===== src/mcsd_pkg.sv =====
// Constants and shared types for the memory chip select decode block
package mcsd_pkg;

  // Steering control port width and contents
  localparam int unsigned STEER_W = 5;
  localparam logic [4:0] STEER_RST = 5'h00;

  // Steering control bit positions
  localparam int unsigned BIT_PROM_BOOT = 0; // Upper range from PROM
  localparam int unsigned BIT_FLASH_RD  = 1; // Flash read allowed
  localparam int unsigned BIT_FLASH_WR  = 2; // Flash write allowed
  localparam int unsigned BIT_RAM_RD    = 3; // RAM read allowed
  localparam int unsigned BIT_RAM_WR    = 4; // RAM write allowed

  // I/O address of the steering port, same for both processors
  localparam int unsigned IO_ADDR_W = 16;
  localparam logic [15:0] STEER_IO_ADDR = 16'h00F0;

  // Memory control outputs of one processor
  typedef struct packed {
    logic prom_ce;   // PROM chip enable
    logic prom_rd;   // PROM read strobe
    logic flash_ce;  // Flash chip enable
    logic flash_rd;  // Flash read strobe
    logic flash_wr;  // Flash write strobe
    logic ram_ce_lo; // RAM low byte enable
    logic ram_ce_hi; // RAM high byte enable
    logic ram_rd;    // RAM read strobe
    logic ram_wr;    // RAM write strobe
    logic pub_sel;   // Public memory select
  } mcsd_mem_s;

  localparam mcsd_mem_s MEM_IDLE = '0;

endpackage : mcsd_pkg


===== src/mcsd_sub_port.sv =====
// Steering port and memory decode for one subordinate processor
`timescale 1ns/100ps
`default_nettype none
module mcsd_sub_port #(
  parameter logic [15:0] IO_ADDR = mcsd_pkg::STEER_IO_ADDR
) (
  // Clock and reset
  input  wire logic        ref_clk_in,
  input  wire logic        rstn_in,
  // I/O write port
  input  wire logic        io_wr_in,
  input  wire logic [15:0] io_addr_in,
  input  wire logic [4:0]  io_data_in,
  // Memory bus cycle
  input  wire logic        cyc_in,
  input  wire logic        rd_in,
  input  wire logic        wr_in,
  input  wire logic        upper_hit_in,
  input  wire logic        low_hit_in,
  input  wire logic        ble_in,
  input  wire logic        bhe_in,
  // Memory controls and steering value
  output mcsd_pkg::mcsd_mem_s mem_out,
  output logic [4:0]       steer_out
);

  // Whole module state
  typedef struct packed {
    logic [4:0]          steer;
    mcsd_pkg::mcsd_mem_s mem;
  } mcsd_sub_s;

  mcsd_sub_s st_reg;  // Registered state
  mcsd_sub_s st_next; // Next state

  // Latch steering on port writes and decode the memory cycle
  always_comb begin
    logic rd_c;
    logic wr_c;
    logic pub;
    rd_c = cyc_in & rd_in;
    wr_c = cyc_in & wr_in;
    pub  = (rd_c | wr_c) & ~upper_hit_in & ~low_hit_in;
    st_next = st_reg;
    // A write to the port address replaces all five bits
    if (io_wr_in && (io_addr_in == IO_ADDR)) begin
      st_next.steer = io_data_in;
    end
    // Controls follow the settings held before this cycle
    st_next.mem = mcsd_pkg::MEM_IDLE;
    if (cyc_in && !pub) begin
      st_next.mem.prom_ce = upper_hit_in & st_reg.steer[mcsd_pkg::BIT_PROM_BOOT];
      st_next.mem.prom_rd = rd_c & upper_hit_in
                          & st_reg.steer[mcsd_pkg::BIT_PROM_BOOT];
      st_next.mem.flash_ce = upper_hit_in & ~st_reg.steer[mcsd_pkg::BIT_PROM_BOOT]
                           | upper_hit_in & wr_c & st_reg.steer[mcsd_pkg::BIT_FLASH_WR];
      st_next.mem.flash_rd = rd_c & upper_hit_in & st_reg.steer[mcsd_pkg::BIT_FLASH_RD];
      st_next.mem.flash_wr = wr_c & upper_hit_in & st_reg.steer[mcsd_pkg::BIT_FLASH_WR];
      st_next.mem.ram_ce_lo = low_hit_in & ble_in;
      st_next.mem.ram_ce_hi = low_hit_in & bhe_in;
      st_next.mem.ram_rd = rd_c & low_hit_in & st_reg.steer[mcsd_pkg::BIT_RAM_RD];
      st_next.mem.ram_wr = wr_c & low_hit_in & st_reg.steer[mcsd_pkg::BIT_RAM_WR];
    end
    st_next.mem.pub_sel = pub;
  end

  // State register
  always_ff @(posedge ref_clk_in or negedge rstn_in) begin
    if (!rstn_in) begin
      st_reg.steer <= mcsd_pkg::STEER_RST;
      st_reg.mem   <= mcsd_pkg::MEM_IDLE;
    end else begin
      st_reg <= st_next;
    end
  end

  assign mem_out   = st_reg.mem;
  assign steer_out = st_reg.steer;

endmodule // mcsd_sub_port
`default_nettype wire


===== src/mcsd_top.sv =====
// Chip select and strobe decode for the three processors
`timescale 1ns/100ps
`default_nettype none
module mcsd_top #(
  parameter logic [15:0] IO_ADDR = mcsd_pkg::STEER_IO_ADDR
) (
  // Clock and reset
  input  wire logic        ref_clk_in,
  input  wire logic        rstn_in,

  // System processor bus cycle
  input  wire logic        sys_cyc_in,
  input  wire logic        sys_rd_in,
  input  wire logic        sys_wr_in,
  input  wire logic        sys_upper_hit_in,
  input  wire logic        sys_mid_hit_in,
  input  wire logic        sys_low_hit_in,
  input  wire logic        sys_ble_in,
  input  wire logic        sys_bhe_in,

  // System processor enable settings
  input  wire logic        boot_installed_in,
  input  wire logic        prom_rd_en_in,
  input  wire logic        code_wr_en_in,
  input  wire logic        app_rd_en_in,
  input  wire logic        app_wr_en_in,
  input  wire logic        ram_rd_ovl_in,
  input  wire logic        ram_wr_ovl_in,

  // System processor memory controls
  output logic             sys_prom_ce_out,
  output logic             sys_prom_rd_out,
  output logic             sys_code_ce_out,
  output logic             sys_code_rd_out,
  output logic             sys_code_wr_out,
  output logic             sys_app_ce_out,
  output logic             sys_app_rd_out,
  output logic             sys_app_wr_out,
  output logic             sys_ram_ce_lo_out,
  output logic             sys_ram_ce_hi_out,
  output logic             sys_ram_rd_out,
  output logic             sys_ram_wr_out,
  output logic             sys_pub_sel_out,

  // I/O scan processor port write and cycle
  input  wire logic        scan_io_wr_in,
  input  wire logic [15:0] scan_io_addr_in,
  input  wire logic [4:0]  scan_io_data_in,
  input  wire logic        scan_cyc_in,
  input  wire logic        scan_rd_in,
  input  wire logic        scan_wr_in,
  input  wire logic        scan_upper_hit_in,
  input  wire logic        scan_low_hit_in,
  input  wire logic        scan_ble_in,
  input  wire logic        scan_bhe_in,

  // I/O scan processor memory controls
  output mcsd_pkg::mcsd_mem_s scan_mem_out,
  output logic [4:0]       scan_steer_out,

  // Comm processor port write and cycle
  input  wire logic        comm_io_wr_in,
  input  wire logic [15:0] comm_io_addr_in,
  input  wire logic [4:0]  comm_io_data_in,
  input  wire logic        comm_cyc_in,
  input  wire logic        comm_rd_in,
  input  wire logic        comm_wr_in,
  input  wire logic        comm_upper_hit_in,
  input  wire logic        comm_low_hit_in,
  input  wire logic        comm_ble_in,
  input  wire logic        comm_bhe_in,

  // Comm processor memory controls
  output mcsd_pkg::mcsd_mem_s comm_mem_out,
  output logic [4:0]       comm_steer_out
);

  // System processor control state
  typedef struct packed {
    logic prom_ce;   // PROM enable
    logic prom_rd;   // PROM read strobe
    logic code_ce;   // Code flash enable
    logic code_rd;   // Code flash read strobe
    logic code_wr;   // Code flash write strobe
    logic app_ce;    // Applications flash enable
    logic app_rd;    // Applications flash read strobe
    logic app_wr;    // Applications flash write strobe
    logic ram_ce_lo; // RAM low byte enable
    logic ram_ce_hi; // RAM high byte enable
    logic ram_rd;    // RAM read strobe
    logic ram_wr;    // RAM write strobe
    logic pub_sel;   // Public memory select
  } mcsd_sys_s;

  mcsd_sys_s st_reg;  // Registered controls
  mcsd_sys_s st_next; // Next controls

  // Decode one system processor cycle into memory controls.
  // Outputs are registered, so each control trails its cycle
  // inputs by one clock; this costs a cycle of latency but
  // keeps decode glitches off the memory pins.
  always_comb begin
    logic rd_c;     // Qualified read cycle
    logic wr_c;     // Qualified write cycle
    logic any_hit;  // Some private range hit
    logic app_off;  // Applications flash disabled
    logic ovl;      // RAM overlay of middle range
    logic lo_sel;   // RAM low byte select term
    logic hi_sel;   // RAM high byte select term
    rd_c    = sys_cyc_in & sys_rd_in;
    wr_c    = sys_cyc_in & sys_wr_in;
    any_hit = sys_upper_hit_in | sys_mid_hit_in | sys_low_hit_in;
    app_off = ~app_rd_en_in & ~app_wr_en_in;
    ovl     = ram_rd_ovl_in | ram_wr_ovl_in;
    lo_sel  = 1'b0;
    hi_sel  = 1'b0;
    st_next = '0;

    // Public bus takes every read or write cycle outside the ranges
    st_next.pub_sel = (rd_c | wr_c) & ~any_hit;

    // Private controls only inside a hitting cycle
    if (sys_cyc_in && any_hit) begin
      // PROM: boot from it, or fetch applications from it
      st_next.prom_ce = (sys_upper_hit_in & boot_installed_in
                         & prom_rd_en_in)
                      | (sys_mid_hit_in & app_off);
      st_next.prom_rd = rd_c & st_next.prom_ce;

      // Code flash: run from it, or program it from PROM
      st_next.code_ce = sys_upper_hit_in
                      & (~boot_installed_in
                         | code_wr_en_in);
      st_next.code_wr = wr_c & sys_upper_hit_in & code_wr_en_in;

      // Applications flash: gated per direction
      st_next.app_ce = sys_mid_hit_in
                     & ((rd_c & app_rd_en_in)
                        | (wr_c & app_wr_en_in));
      st_next.app_rd = rd_c & st_next.app_ce & app_rd_en_in;
      st_next.app_wr = wr_c & st_next.app_ce & app_wr_en_in;

      // RAM byte enables: normal low memory or overlay.
      // Overlay may coexist with applications flash enable;
      // software must not enable both for the same direction.
      lo_sel = sys_low_hit_in | (sys_mid_hit_in & ovl);
      hi_sel = lo_sel;
      st_next.ram_ce_lo = lo_sel & sys_ble_in;
      st_next.ram_ce_hi = hi_sel & sys_bhe_in;

      // RAM strobes per direction
      st_next.ram_rd = rd_c & (sys_low_hit_in
                               | (sys_mid_hit_in & ram_rd_ovl_in));
      st_next.ram_wr = wr_c & (sys_low_hit_in
                               | (sys_mid_hit_in & ram_wr_ovl_in));
    end

    // Code flash read strobe follows every read cycle, even
    // public ones; its chip enable keeps the flash quiet.
    st_next.code_rd = rd_c;
  end

  // Control register, cleared to all inactive on reset
  always_ff @(posedge ref_clk_in or negedge rstn_in) begin
    if (!rstn_in) begin
      st_reg <= '0;
    end else begin
      st_reg <= st_next;
    end
  end

  // Outputs taken straight from the control register
  assign sys_prom_ce_out   = st_reg.prom_ce;
  assign sys_prom_rd_out   = st_reg.prom_rd;
  assign sys_code_ce_out   = st_reg.code_ce;
  assign sys_code_rd_out   = st_reg.code_rd;
  assign sys_code_wr_out   = st_reg.code_wr;
  assign sys_app_ce_out    = st_reg.app_ce;
  assign sys_app_rd_out    = st_reg.app_rd;
  assign sys_app_wr_out    = st_reg.app_wr;
  assign sys_ram_ce_lo_out = st_reg.ram_ce_lo;
  assign sys_ram_ce_hi_out = st_reg.ram_ce_hi;
  assign sys_ram_rd_out    = st_reg.ram_rd;
  assign sys_ram_wr_out    = st_reg.ram_wr;
  assign sys_pub_sel_out   = st_reg.pub_sel;

  // I/O scan processor steering port and decode
  mcsd_sub_port #(
    .IO_ADDR (IO_ADDR)
  ) u_scan (
    .ref_clk_in   (ref_clk_in),
    .rstn_in      (rstn_in),
    .io_wr_in     (scan_io_wr_in),
    .io_addr_in   (scan_io_addr_in),
    .io_data_in   (scan_io_data_in),
    .cyc_in       (scan_cyc_in),
    .rd_in        (scan_rd_in),
    .wr_in        (scan_wr_in),
    .upper_hit_in (scan_upper_hit_in),
    .low_hit_in   (scan_low_hit_in),
    .ble_in       (scan_ble_in),
    .bhe_in       (scan_bhe_in),
    .mem_out      (scan_mem_out),
    .steer_out    (scan_steer_out)
  );

  // Comm processor steering port and decode; an identical
  // port so both processors share one driver routine
  mcsd_sub_port #(
    .IO_ADDR (IO_ADDR)
  ) u_comm (
    .ref_clk_in   (ref_clk_in),
    .rstn_in      (rstn_in),
    .io_wr_in     (comm_io_wr_in),
    .io_addr_in   (comm_io_addr_in),
    .io_data_in   (comm_io_data_in),
    .cyc_in       (comm_cyc_in),
    .rd_in        (comm_rd_in),
    .wr_in        (comm_wr_in),
    .upper_hit_in (comm_upper_hit_in),
    .low_hit_in   (comm_low_hit_in),
    .ble_in       (comm_ble_in),
    .bhe_in       (comm_bhe_in),
    .mem_out      (comm_mem_out),
    .steer_out    (comm_steer_out)
  );

endmodule // mcsd_top
`default_nettype wire


===== config.mk =====
export PLATFORM = sky130hd
export DESIGN_NAME = mcsd_top
export DESIGN_NICKNAME = d
export VERILOG_FILES = /design/src/mcsd_pkg.sv /design/src/mcsd_sub_port.sv /design/src/mcsd_top.sv
export SDC_FILE = /design/constraint.sdc
export NUM_CORES = 1
export LEC_CHECK = 0
export BUFFER_PORTS_ARGS = -buffer_cell sky130_fd_sc_hd__buf_4
export CORE_MARGIN = 3
export CORE_UTILIZATION = 36
export DETAILED_ROUTE_END_ITERATION = 10
export GPL_ROUTABILITY_DRIVEN = 0
export PLACE_DENSITY = 0.76
export SLEW_MARGIN = 20
export SYNTH_ARGS = -nofsm -noshare
export SYNTH_HDL_FRONTEND = slang
export SYNTH_SLANG_ARGS = --single-unit

===== constraint.sdc =====
create_clock -name ref_clk_in -period 0.8 [get_ports ref_clk_in]
set_input_delay 0.16 -clock ref_clk_in [delete_from_list [all_inputs] [get_ports ref_clk_in]]
set_output_delay 0.16 -clock ref_clk_in [all_outputs]
set_load 0.02 [all_outputs]

==> impl_metrics.tcl, run 1 <==
set metrics [dict create \
    dpl.hpwl_microns 3490 \
    overflow 0 \
    cp.required_ns 0.64 \
    first_pass_iters 4 \
    internal_power_mw 3.54 \
    drv_cap 0 \
    numCtsBuffers 5 \
    period_share_pct 135 \
    cts_max_path_buffers 2 \
    violations "negative setup slack" \
    port_buffers 117 \
    wirelength_microns 4600 \
    ant_nets 0 \
    hold_class "input pin to register" \
    avgRoutedWirePerCell_microns 14.7 \
    synth_simple_gate_area_share_pct 20.6 \
    synth_top_area_cell "dfrtp_1" \
    worstHoldEndpoint "u_scan.mem_out[0]" \
    fin_hold_ws_ns 0.0461 \
    stdcell_area_sq_um 3110 \
    r2r-end "u_scan.mem_out[8]" \
    synthesis.nets 198 \
    rrSetupSlack_ns -0.13 \
    drc 0 \
    yosysWarnings 0 \
    syn_area_sq_um 1580 \
    post_drt_via_cell_ratio 4.87 \
    skew_ns 0.00274 \
    p_comb_share_pct 14.7 \
    final.min_clock_period_ns 1.08 \
    cpMostUsedCell "buf_6" \
    regArea_sq_um 1080 \
    cp_cell_sequence "buf_6, buf_6" \
    clk_pin_slew_ns 0.08 \
    cts_tree "built" \
    r2r_start "u_scan.steer_out[0]" \
    floorplan.core_area_sq_um 4120 \
    max_freq_mhz 927 \
    die_area_sq_um 5230 \
    power_switching_mw 1.00 \
    synth_top_area_share_pct 67.9 \
    h-tree-depth 2 \
    grt_max_degree 34 \
    hold_viol_final 0 \
    worst-setup-path-type "register to primary output" \
    synthTopCellsByArea "dfrtp_1 (68%), mux2_2 (7.1%), nor2_1 (3.1%)" \
    nFillCells 289 \
    netlist_instances 123 \
    synth_cell_types 20 \
    cpPeakStageDelay_ns 0.40 \
    cp_data_arrival_time_ns 0.92 \
    synth_adder_area_share_pct 0 \
    diodes 0 \
    whs_path_depth 2 \
    multiInputGateArea_sq_um 621 \
    num_rows 23 \
    clock_power_share_pct 36.1 \
    rsz0062_at_grt "true" \
    grt_pass1_vias 1624 \
    area_delta_synth_final_pct 96.1 \
    muxShareOfSynthArea_pct 7.11 \
    power_leakage_nw 1.60 \
    ios 118 \
    synthXorXnorAreaFrac_pct 0 \
    slew_headroom_pct 80.1 \
    critical_path.startpoint_type "register" \
    track_usage_pct 17.4 \
    clk_latency_ns 0.28 \
    status "complete, but fails checks" \
    slew_viol_final 0 \
    setup_slack_ns -0.279 \
    endpoint_kind "primary output" \
    dr_total_vias 1525 \
    reg2reg_depth 3 \
    dpl_cell_area_sq_um 2610 \
    grt_pass1_wl_microns 7040 \
    powerDensity_nw_per_um2 1460 \
    critical_path.max_fanout 2 \
    antenna_found_initial 0 \
    die_w_microns 72.3 \
    worstHoldStart "scan_upper_hit_in" \
    nets 337 \
    root_buffer "clkbuf_8" \
    total_power_mw 4.54 \
    synth_top_family_by_area "simple AND/OR/NAND/NOR gates" \
    worst_pin_slew_ns 0.295 \
    mostFrequentLayoutCell "buf_4" \
    yosysSeqAreaShare_pct 67.9 \
    swShare_pct 22.0 \
    layout.cells.most_common_list "buf_4 (73), buf_6 (57), dfrtp_1 (43)" \
    drt_iter0_drc 27 \
    postSynthAreaPerCell_sq_um 12.9 \
    ys_seq_elements 43 \
    start_util_pct 38.5 \
    p_seq_share_pct 49.2 \
    fp.dieH_microns 72.3 \
    cts_num_sinks 43 \
    finalSetupViolCount 58 \
    ir_worst_vdd_mv 0.883 \
    synth-compound-area-share_pct 3.40 \
    slowest_stage "dfrtp_1" \
    layout-drive-gt1-share_pct 62.7 \
]
kinds of logic after synthesis:
| logic type | count (synthesis) |
|---|---|
| AO/OA/AOI/OAI | 9 |
| buffers and inverters | 4 |
| flip-flops | 43 |
| multiplexers | 10 |
| AND/OR/NAND/NOR | 57 |
cells in the mapped netlist:
cell type and number:
dfrtp_1 43, nor2b_1 1, nor3_1 2, mux2_2 10
a21oi_1 5, nor4_1 4, a32oi_1 1, nor2_1 13
and2_1 2, nand3_1 4, inv_1 4, or2_2 1
and4b_1 2, and4_1 5, o21a_1 2, nor4b_1 3
nor2_4 2, nand2_1 11, o21ai_0 1, and3_1 7
worst max path at each step:
| stage | startpoint | endpoint | cells past startpoint |
|---|---|---|---|
| after floorplan | comm_io_addr_in[8] | u_comm.steer_out[0] | 4 |
| after global placement | scan_io_addr_in[1] | u_scan.steer_out[1] | 5 |
| after detailed placement | scan_io_addr_in[8] | u_scan.steer_out[1] | 5 |
| after CTS | u_scan.steer_out[0] | scan_steer_out[0] | 2 |
| after global routing | u_scan.steer_out[0] | scan_steer_out[0] | 2 |
| final | u_scan.steer_out[0] | scan_steer_out[0] | 2 |
layout make-up:
class / instances / area share [%]
clock buffer: 5 / 2.22
inverter: 4 / 0.483
tap: 50 / 2.01
timing repair buffer: 132 / 39.3
sequential: 43 / 34.6
multi-input combinational: 76 / 20.0
clock inverter: 3 / 1.41
power by group through the flow:
stage	clock (mW)	combinational [mW]	sequential, mW
2_1_floorplan	0	0.0669	2.33
3_3_place_gp	0	0.585	2.27
3_5_place_dp	0	0.596	2.27
4_1_cts	1.69	0.644	2.23
5_1_grt	1.78	0.721	2.24
6_report	1.64	0.669	2.23
worst max-delay path: cells and delay by family (launching register included):
kind	cells	cell delay, ns
flip-flops	1	0.40
buffers and inverters	2	0.24
timing repair:
action	CTS	global route
resized for setup	64	16
setup buffers	6	1
endpoints found under the setup margin	55	61
endpoints found under the hold margin	43	0
pin swaps	11	11
hold buffers	1	0
state kept, by name, summed over array words and instances, names as in the netlist:
name and count:
sys_code_rd_out 1, sys_ram_rd_out 1, u_comm.steer_out 5, u_scan.steer_out 5
sys_prom_ce_out 1, sys_app_ce_out 1, sys_app_wr_out 1, sys_app_rd_out 1
sys_prom_rd_out 1, sys_ram_wr_out 1, sys_code_wr_out 1, sys_code_ce_out 1
u_scan.mem_out 10, u_comm.mem_out 10, sys_pub_sel_out 1, sys_ram_ce_lo_out 1
sys_ram_ce_hi_out 1
metal layers:
metal	global-route usage (%)	vias up	share of wire, %	routed length [microns]
met3	8.59	2	13	577
met2	32.8	83	52	2390
met5	0	-	0	0
met1	17.2	732	35	1620
li1	-	708	-	-
met4	2.92	0	0.26	12
per-stage QoR:
stage                     TNS, ns  setup WS, ns  util, %  std cells
final                       -9.64        -0.279     75.5        313
after global placement      -5.64        -0.530     63.3        297
after floorplan             -3.96        -0.372        -        123
after detailed placement    -6.05        -0.570     63.3        297
after global routing       -11.53        -0.315     75.5        313
after CTS                  -10.18        -0.285     73.4        312
No activity file was read; power rests on OpenSTA's default activity.
==> run 2: changes to the inputs <==
--- a/config.mk
+++ b/config.mk
@@ -5,12 +5,13 @@
 export SDC_FILE = /design/constraint.sdc
 export NUM_CORES = 1
 export LEC_CHECK = 0
+export ABC_AREA = 1
 export BUFFER_PORTS_ARGS = -buffer_cell sky130_fd_sc_hd__buf_4
 export CORE_MARGIN = 3
-export CORE_UTILIZATION = 36
+export CORE_UTILIZATION = 45
 export DETAILED_ROUTE_END_ITERATION = 10
 export GPL_ROUTABILITY_DRIVEN = 0
-export PLACE_DENSITY = 0.76
+export PLACE_DENSITY = 0.85
 export SLEW_MARGIN = 20
 export SYNTH_ARGS = -nofsm -noshare
 export SYNTH_HDL_FRONTEND = slang
==> constraint.sdc (replaced) <==
create_clock -name ref_clk_in -period 1.3 [get_ports ref_clk_in]
set_input_delay 0.26 -clock ref_clk_in [delete_from_list [all_inputs] [get_ports ref_clk_in]]
set_output_delay 0.26 -clock ref_clk_in [all_outputs]
set_load 0.02 [all_outputs]
==> run 2 against run 1 <==
  * The run now ends clean
  * Power decreased by 44%
  * Register-to-register slack improved by 0.66 ns
  * Core utilization down 0.23 points
  * Sequential power fell by 39%
  * Wire length fell by 7.1%
  * Clock power down 52%
  * Sequential share of layout area up 3.6 points
  * Flip-flop and latch count is the same
  * Critical endpoint is now comm_steer_out[0]
  * Largest cell class is now registers
==> impl_metrics.tcl, run 2 <==
set metrics [dict create \
    power_leakage_nw 1.63 \
    ys.flop_type "dfrtp_1" \
    worst-setup-path-type "register to primary output" \
    cts_num_sinks 43 \
    drv_cap 0 \
    final_util_pct 75.3 \
    yosysWarnings 0 \
    ios 118 \
    first_pass_iters 4 \
    num_rows 22 \
    finalSetupViolCount 0 \
    rsz0062_at_grt "false" \
    overflow 0 \
    ant_nets 0 \
    diodes 0 \
    post_drt_via_cell_ratio 4.64 \
    cp_cell_sequence "buf_4" \
    synth_top_area_share_pct 60.3 \
    drc 0 \
    clk_pin_slew_ns 0.08 \
    synth_edf_count 0 \
    critical_path.max_fanout 4 \
    fp.dieH_microns 69.0 \
    area_delta_synth_final_pct 57.8 \
    mostFrequentLayoutCell "buf_4" \
    wirelength_microns 4270 \
    nets 379 \
    setup_slack_ns 0.150 \
    powerDensity_nw_per_um2 907 \
    clk_latency_ns 0.29 \
    hold_class "input pin to register" \
    layout.cells.most_common_list "buf_4 (117), nand2_1 (50), dfrtp_1 (43)" \
    cts_setup_buffers 0 \
    port_buffers 117 \
    cpPeakStageDelay_ns 0.43 \
    yosysMostFrequentCell "nand2_1" \
    avgRoutedWirePerCell_microns 12.1 \
    cts_hold_buf 1 \
    status "finished clean" \
    fin_setup_tns_ns 0 \
    period_share_pct 88.4 \
    slowest_stage "dfrtp_1" \
    cts_resized 0 \
    cts_max_path_buffers 2 \
    synthTopCellsByArea "dfrtp_1 (60%), nand2_1 (11%), nor2_1 (5.3%)" \
    max_freq_mhz 870 \
    synthArstFlopShare_pct 100 \
    dpl.hpwl_microns 3580 \
    antenna_found_initial 0 \
    crit_family "flip-flops" \
    h-tree-depth 2 \
    synthTopCellsByCount "nand2_1 (50), dfrtp_1 (43), nor2_1 (25)" \
    final.min_clock_period_ns 1.15 \
    postSynthAreaPerCell_sq_um 9.97 \
    die_area_sq_um 4760 \
    reg2reg_depth 2 \
    hold_viol_final 0 \
    path_buf_inv 1 \
    layout-drive-gt1-share_pct 45.6 \
    start_util_pct 47.7 \
    yosysSeqAreaShare_pct 60.3 \
    floorplan.core_area_sq_um 3740 \
    cp.required_ns 1.04 \
    preCtsSetupSlack_ns 0.143 \
    slew_viol_final 0 \
    fin_hold_ws_ns 0.140 \
    whs_path_depth 2 \
    syn_area_sq_um 1790 \
    endpoint_kind "primary output" \
    synth_top_area_cell "dfrtp_1" \
    cts_tree "built" \
    worst_pin_slew_ns 0.507 \
    track_usage_pct 18.8 \
    slew_headroom_pct 66.2 \
    ir_worst_vdd_mv 0.473 \
    grt_max_degree 44 \
    nFillCells 286 \
    die_w_microns 69.0 \
    root_buffer "clkbuf_8" \
    synthesis.nets 254 \
    synth_cell_types 21 \
    dr_total_vias 1639 \
    cp_data_arrival_time_ns 0.89 \
    drt_iter0_drc 65 \
    grt_pass1_wl_microns 6530 \
    critical_path.startpoint_type "register" \
    grt_pass1_vias 1590 \
    skew_ns 0.00451 \
    ys_seq_elements 43 \
    crit_cells 1 \
    netlist_instances 179 \
    numCtsBuffers 5 \
]
## run 2: metal layers
| metal | vias up | track usage [%] | wire, microns |
|---|---|---|---|
| met4 | 0 | 6.57 | 49 |
| met3 | 5 | 5.35 | 537 |
| met5 | - | 0 | 0 |
| met1 | 730 | 19.6 | 1480 |
| met2 | 84 | 35.4 | 2200 |
| li1 | 820 | - | - |
## run 2: where the power goes
part | leakage, nW | total [mW] | internal, mW | switching (mW)
logic | 0.990 | 0.392 | 0.213 | 0.179
registers | 0.589 | 1.37 | 1.36 | 0.00765
clock network | 0.0477 | 0.794 | 0.367 | 0.427
## run 2: final cells by class
class	count	area, sq um	area share [%]
flip-flops and latches	43	1080	38.2
repair buffers	118	888	31.5
multi-input cells	117	638	22.6
inverters	19	71.3	2.53
clock buffers	5	68.8	2.44
well taps	48	60.1	2.13
clock inverters	3	15.0	0.533
## run 2: path summary, 6_finish.rpt
kind	end	slack, ns	startpoint
hold / removal	u_scan.mem_out[0]	0.14	scan_low_hit_in
min in group asynchronous	sys_pub_sel_out	0.49	rstn_in
setup reg to reg	u_comm.mem_out[8]	0.53	u_comm.steer_out[0]
max in group asynchronous	u_comm.mem_out[1]	0.46	rstn_in
setup / recovery	comm_steer_out[0]	0.15	u_comm.steer_out[0]
hold reg to reg	u_scan.steer_out[3]	0.51	u_scan.steer_out[3]
## run 2: logic make-up (layout without fill, tap and decap cells)
| group | count (synthesis) | count (layout) | synth area share (%) |
|---|---|---|---|
| compound gates | 9 | 9 | 3.08 |
| buf+inv | 19 | 145 | 3.99 |
| simple gates | 108 | 108 | 32.7 |
| flops | 43 | 43 | 60.3 |
## run 2: metrics by stage
step,instances,area [sq um],power (mW)
6_report,353,2820,2.56
5_1_grt,353,2820,2.68
4_1_cts,353,2820,2.58
3_5_place_dp,344,2720,1.79
3_3_place_gp,344,2720,1.78
2_1_floorplan,179,1790,1.52
## run 2: worst reg2reg max path: stages (launching register included)
cell and delay (ns):
dfrtp_1 0.42, inv_1 0.08, nor3_1 0.18
==> run 3: changes to the inputs <==
==> constraint.sdc (replaced) <==
create_clock -name ref_clk_in -period 1.3 [get_ports ref_clk_in]
set_input_delay 0.065 -clock ref_clk_in [delete_from_list [all_inputs] [get_ports ref_clk_in]]
set_output_delay 0.065 -clock ref_clk_in [all_outputs]
set_load 0.02 [all_outputs]
==> run 3 against run 2 <==
  * Die area is the same
  * Critical path type is now input pin to register
  * Global-route usage grew 1.2 points
  * Largest power group unchanged
  * Clock power grew 13%
  * Critical endpoint is now u_scan.mem_out[0]
==> impl_metrics.tcl, run 3 (synthesis gave the netlist of run 2 again) <==
set metrics [dict create \
    wl_met3_microns 533 \
    final.min_clock_period_ns 1.23 \
    ir_worst_vdd_mv 0.416 \
    layout.cells.most_common_list "buf_4 (117), nand2_1 (50), dfrtp_1 (43)" \
    cp_data_arrival_time_ns 1.46 \
    dr.max_layer_used "met4" \
    critical_path.max_fanout 4 \
    nets 387 \
    post_drt_via_cell_ratio 4.72 \
    numCtsBuffers 5 \
    num_rows 22 \
    start_util_pct 47.7 \
    fin_setup_tns_ns 0 \
    ant_nets 0 \
    internal_power_mw 2.08 \
    period_share_pct 94.5 \
    track_usage_pct 20.0 \
    power_leakage_nw 1.68 \
    max_freq_mhz 814 \
    wirelength_microns 4480 \
    diodes 0 \
    p_comb_share_pct 15.6 \
    whs_path_depth 3 \
    port_buffers 117 \
    setup_slack_ns 0.0712 \
    reg2reg_depth 2 \
    slew_headroom_pct 66.2 \
    rsz0062_at_grt "false" \
    fp.dieH_microns 69.0 \
    grt_pass1_vias 1722 \
    hold_class "input pin to register" \
    preCtsSetupSlack_ns 0.361 \
    drt_iter0_drc 60 \
    floorplan.core_area_sq_um 3740 \
    worst_pin_slew_ns 0.506 \
    ios 118 \
    cp.required_ns 1.53 \
    power_switching_mw 0.606 \
    clock_power_share_pct 33.3 \
    cts_num_sinks 43 \
    antenna_found_initial 0 \
    drc 0 \
    grt_pass1_wl_microns 6960 \
    h-tree-depth 2 \
    mostFrequentLayoutCell "buf_4" \
    slew_viol_final 0 \
    cts_tree "built" \
    layout-drive-gt1-share_pct 44.7 \
    critical_path.startpoint_type "input pin" \
    area_delta_synth_final_pct 63.9 \
    dr_total_vias 1703 \
    p_seq_share_pct 51.1 \
    powerDensity_nw_per_um2 917 \
    avgRoutedWirePerCell_microns 12.4 \
    cts_setup_buffers 0 \
    met2_length_microns 2340 \
    clk_pin_slew_ns 0.08 \
    m1WireLength_microns 1490 \
    worst-setup-path-type "input pin to register" \
    die_w_microns 69.0 \
    clk_latency_ns 0.29 \
    drv_cap 0 \
    grt_max_degree 44 \
    skew_ns 0.00364 \
    status "finished clean" \
    finalSetupViolCount 0 \
    dpl.hpwl_microns 3560 \
    hold_viol_final 0 \
    die_area_sq_um 4760 \
    overflow 0 \
    endpoint_kind "register" \
    first_pass_iters 4 \
    swShare_pct 22.6 \
    root_buffer "clkbuf_8" \
    cts_max_path_buffers 2 \
]
run 3: cell count changes in the layout (fill, tap and decap cells not counted):
cell / change
dlygate4sd3_1: +7
clkinv_2: -3
a211oi_1: -2
a211oi_2: +2
clkbuf_8: +2
clkbuf_1: +1
dlymetal6s4s_1: +1
run 3: area by class of cell:
cell class / instances / area (sq um)
inverter: 19 / 71.3
multi-input combinational: 117 / 648
sequential: 43 / 1080
timing repair buffer: 126 / 971
fill: 269 / 817
tap: 48 / 60.1
clock buffer: 8 / 100
run 3: final timing paths:
kind                                           from                   to  slack [ns]
max in group asynchronous                   rstn_in    u_comm.mem_out[1]        0.66
min in group asynchronous                   rstn_in      sys_pub_sel_out        0.29
worst min-delay path                    scan_ble_in    u_scan.mem_out[4]        0.01
worst max register to register  u_comm.steer_out[0]    u_comm.mem_out[8]        0.52
worst min register to register  u_comm.steer_out[3]  u_comm.steer_out[3]        0.51
worst max-delay path                scan_low_hit_in    u_scan.mem_out[0]        0.07
run 3: power by group through the flow:
stage	Sequential (mW)	Clock, mW	Combinational, mW
after floorplan	1.43	0	0.0874
after global placement	1.40	0	0.386
after detailed placement	1.40	0	0.395
after CTS	1.37	0.922	0.416
after global routing	1.37	0.979	0.461
final	1.37	0.894	0.418
run 3: layer usage:
layer,vias to the layer above,track usage [%]
li1,835,-
met1,753,20.8
met2,102,36.4
met3,13,5.19
met4,0,10.5
met5,-,0
run 3: worst max-delay path: stages:
cell and delay, ns:
dlygate4sd3_1 0.54, buf_4 0.15, a211oi_2 0.13, dlygate4sd3_1 0.57
run 3: metrics by stage:
stage	hold WS (ns)	util (%)	cells	power, mW	area (sq um)
3_3_place_gp	0.0691	72.8	344	1.78	2720
6_report	0.0150	78.2	361	2.68	2930
5_1_grt	0.0125	78.2	361	2.81	2930
3_5_place_dp	0.0734	72.8	344	1.79	2720
2_1_floorplan	-0.231	-	179	1.52	1790
4_1_cts	0.000595	77.8	361	2.71	2910
run 3: repair_timing:
| item | in CTS | in global routing |
|---|---|---|
| endpoints found under the setup margin | 0 | 2 |
| hold endpoints to repair | 49 | 0 |
| resized for setup | 0 | 3 |
| hold buffers | 9 | 0 |
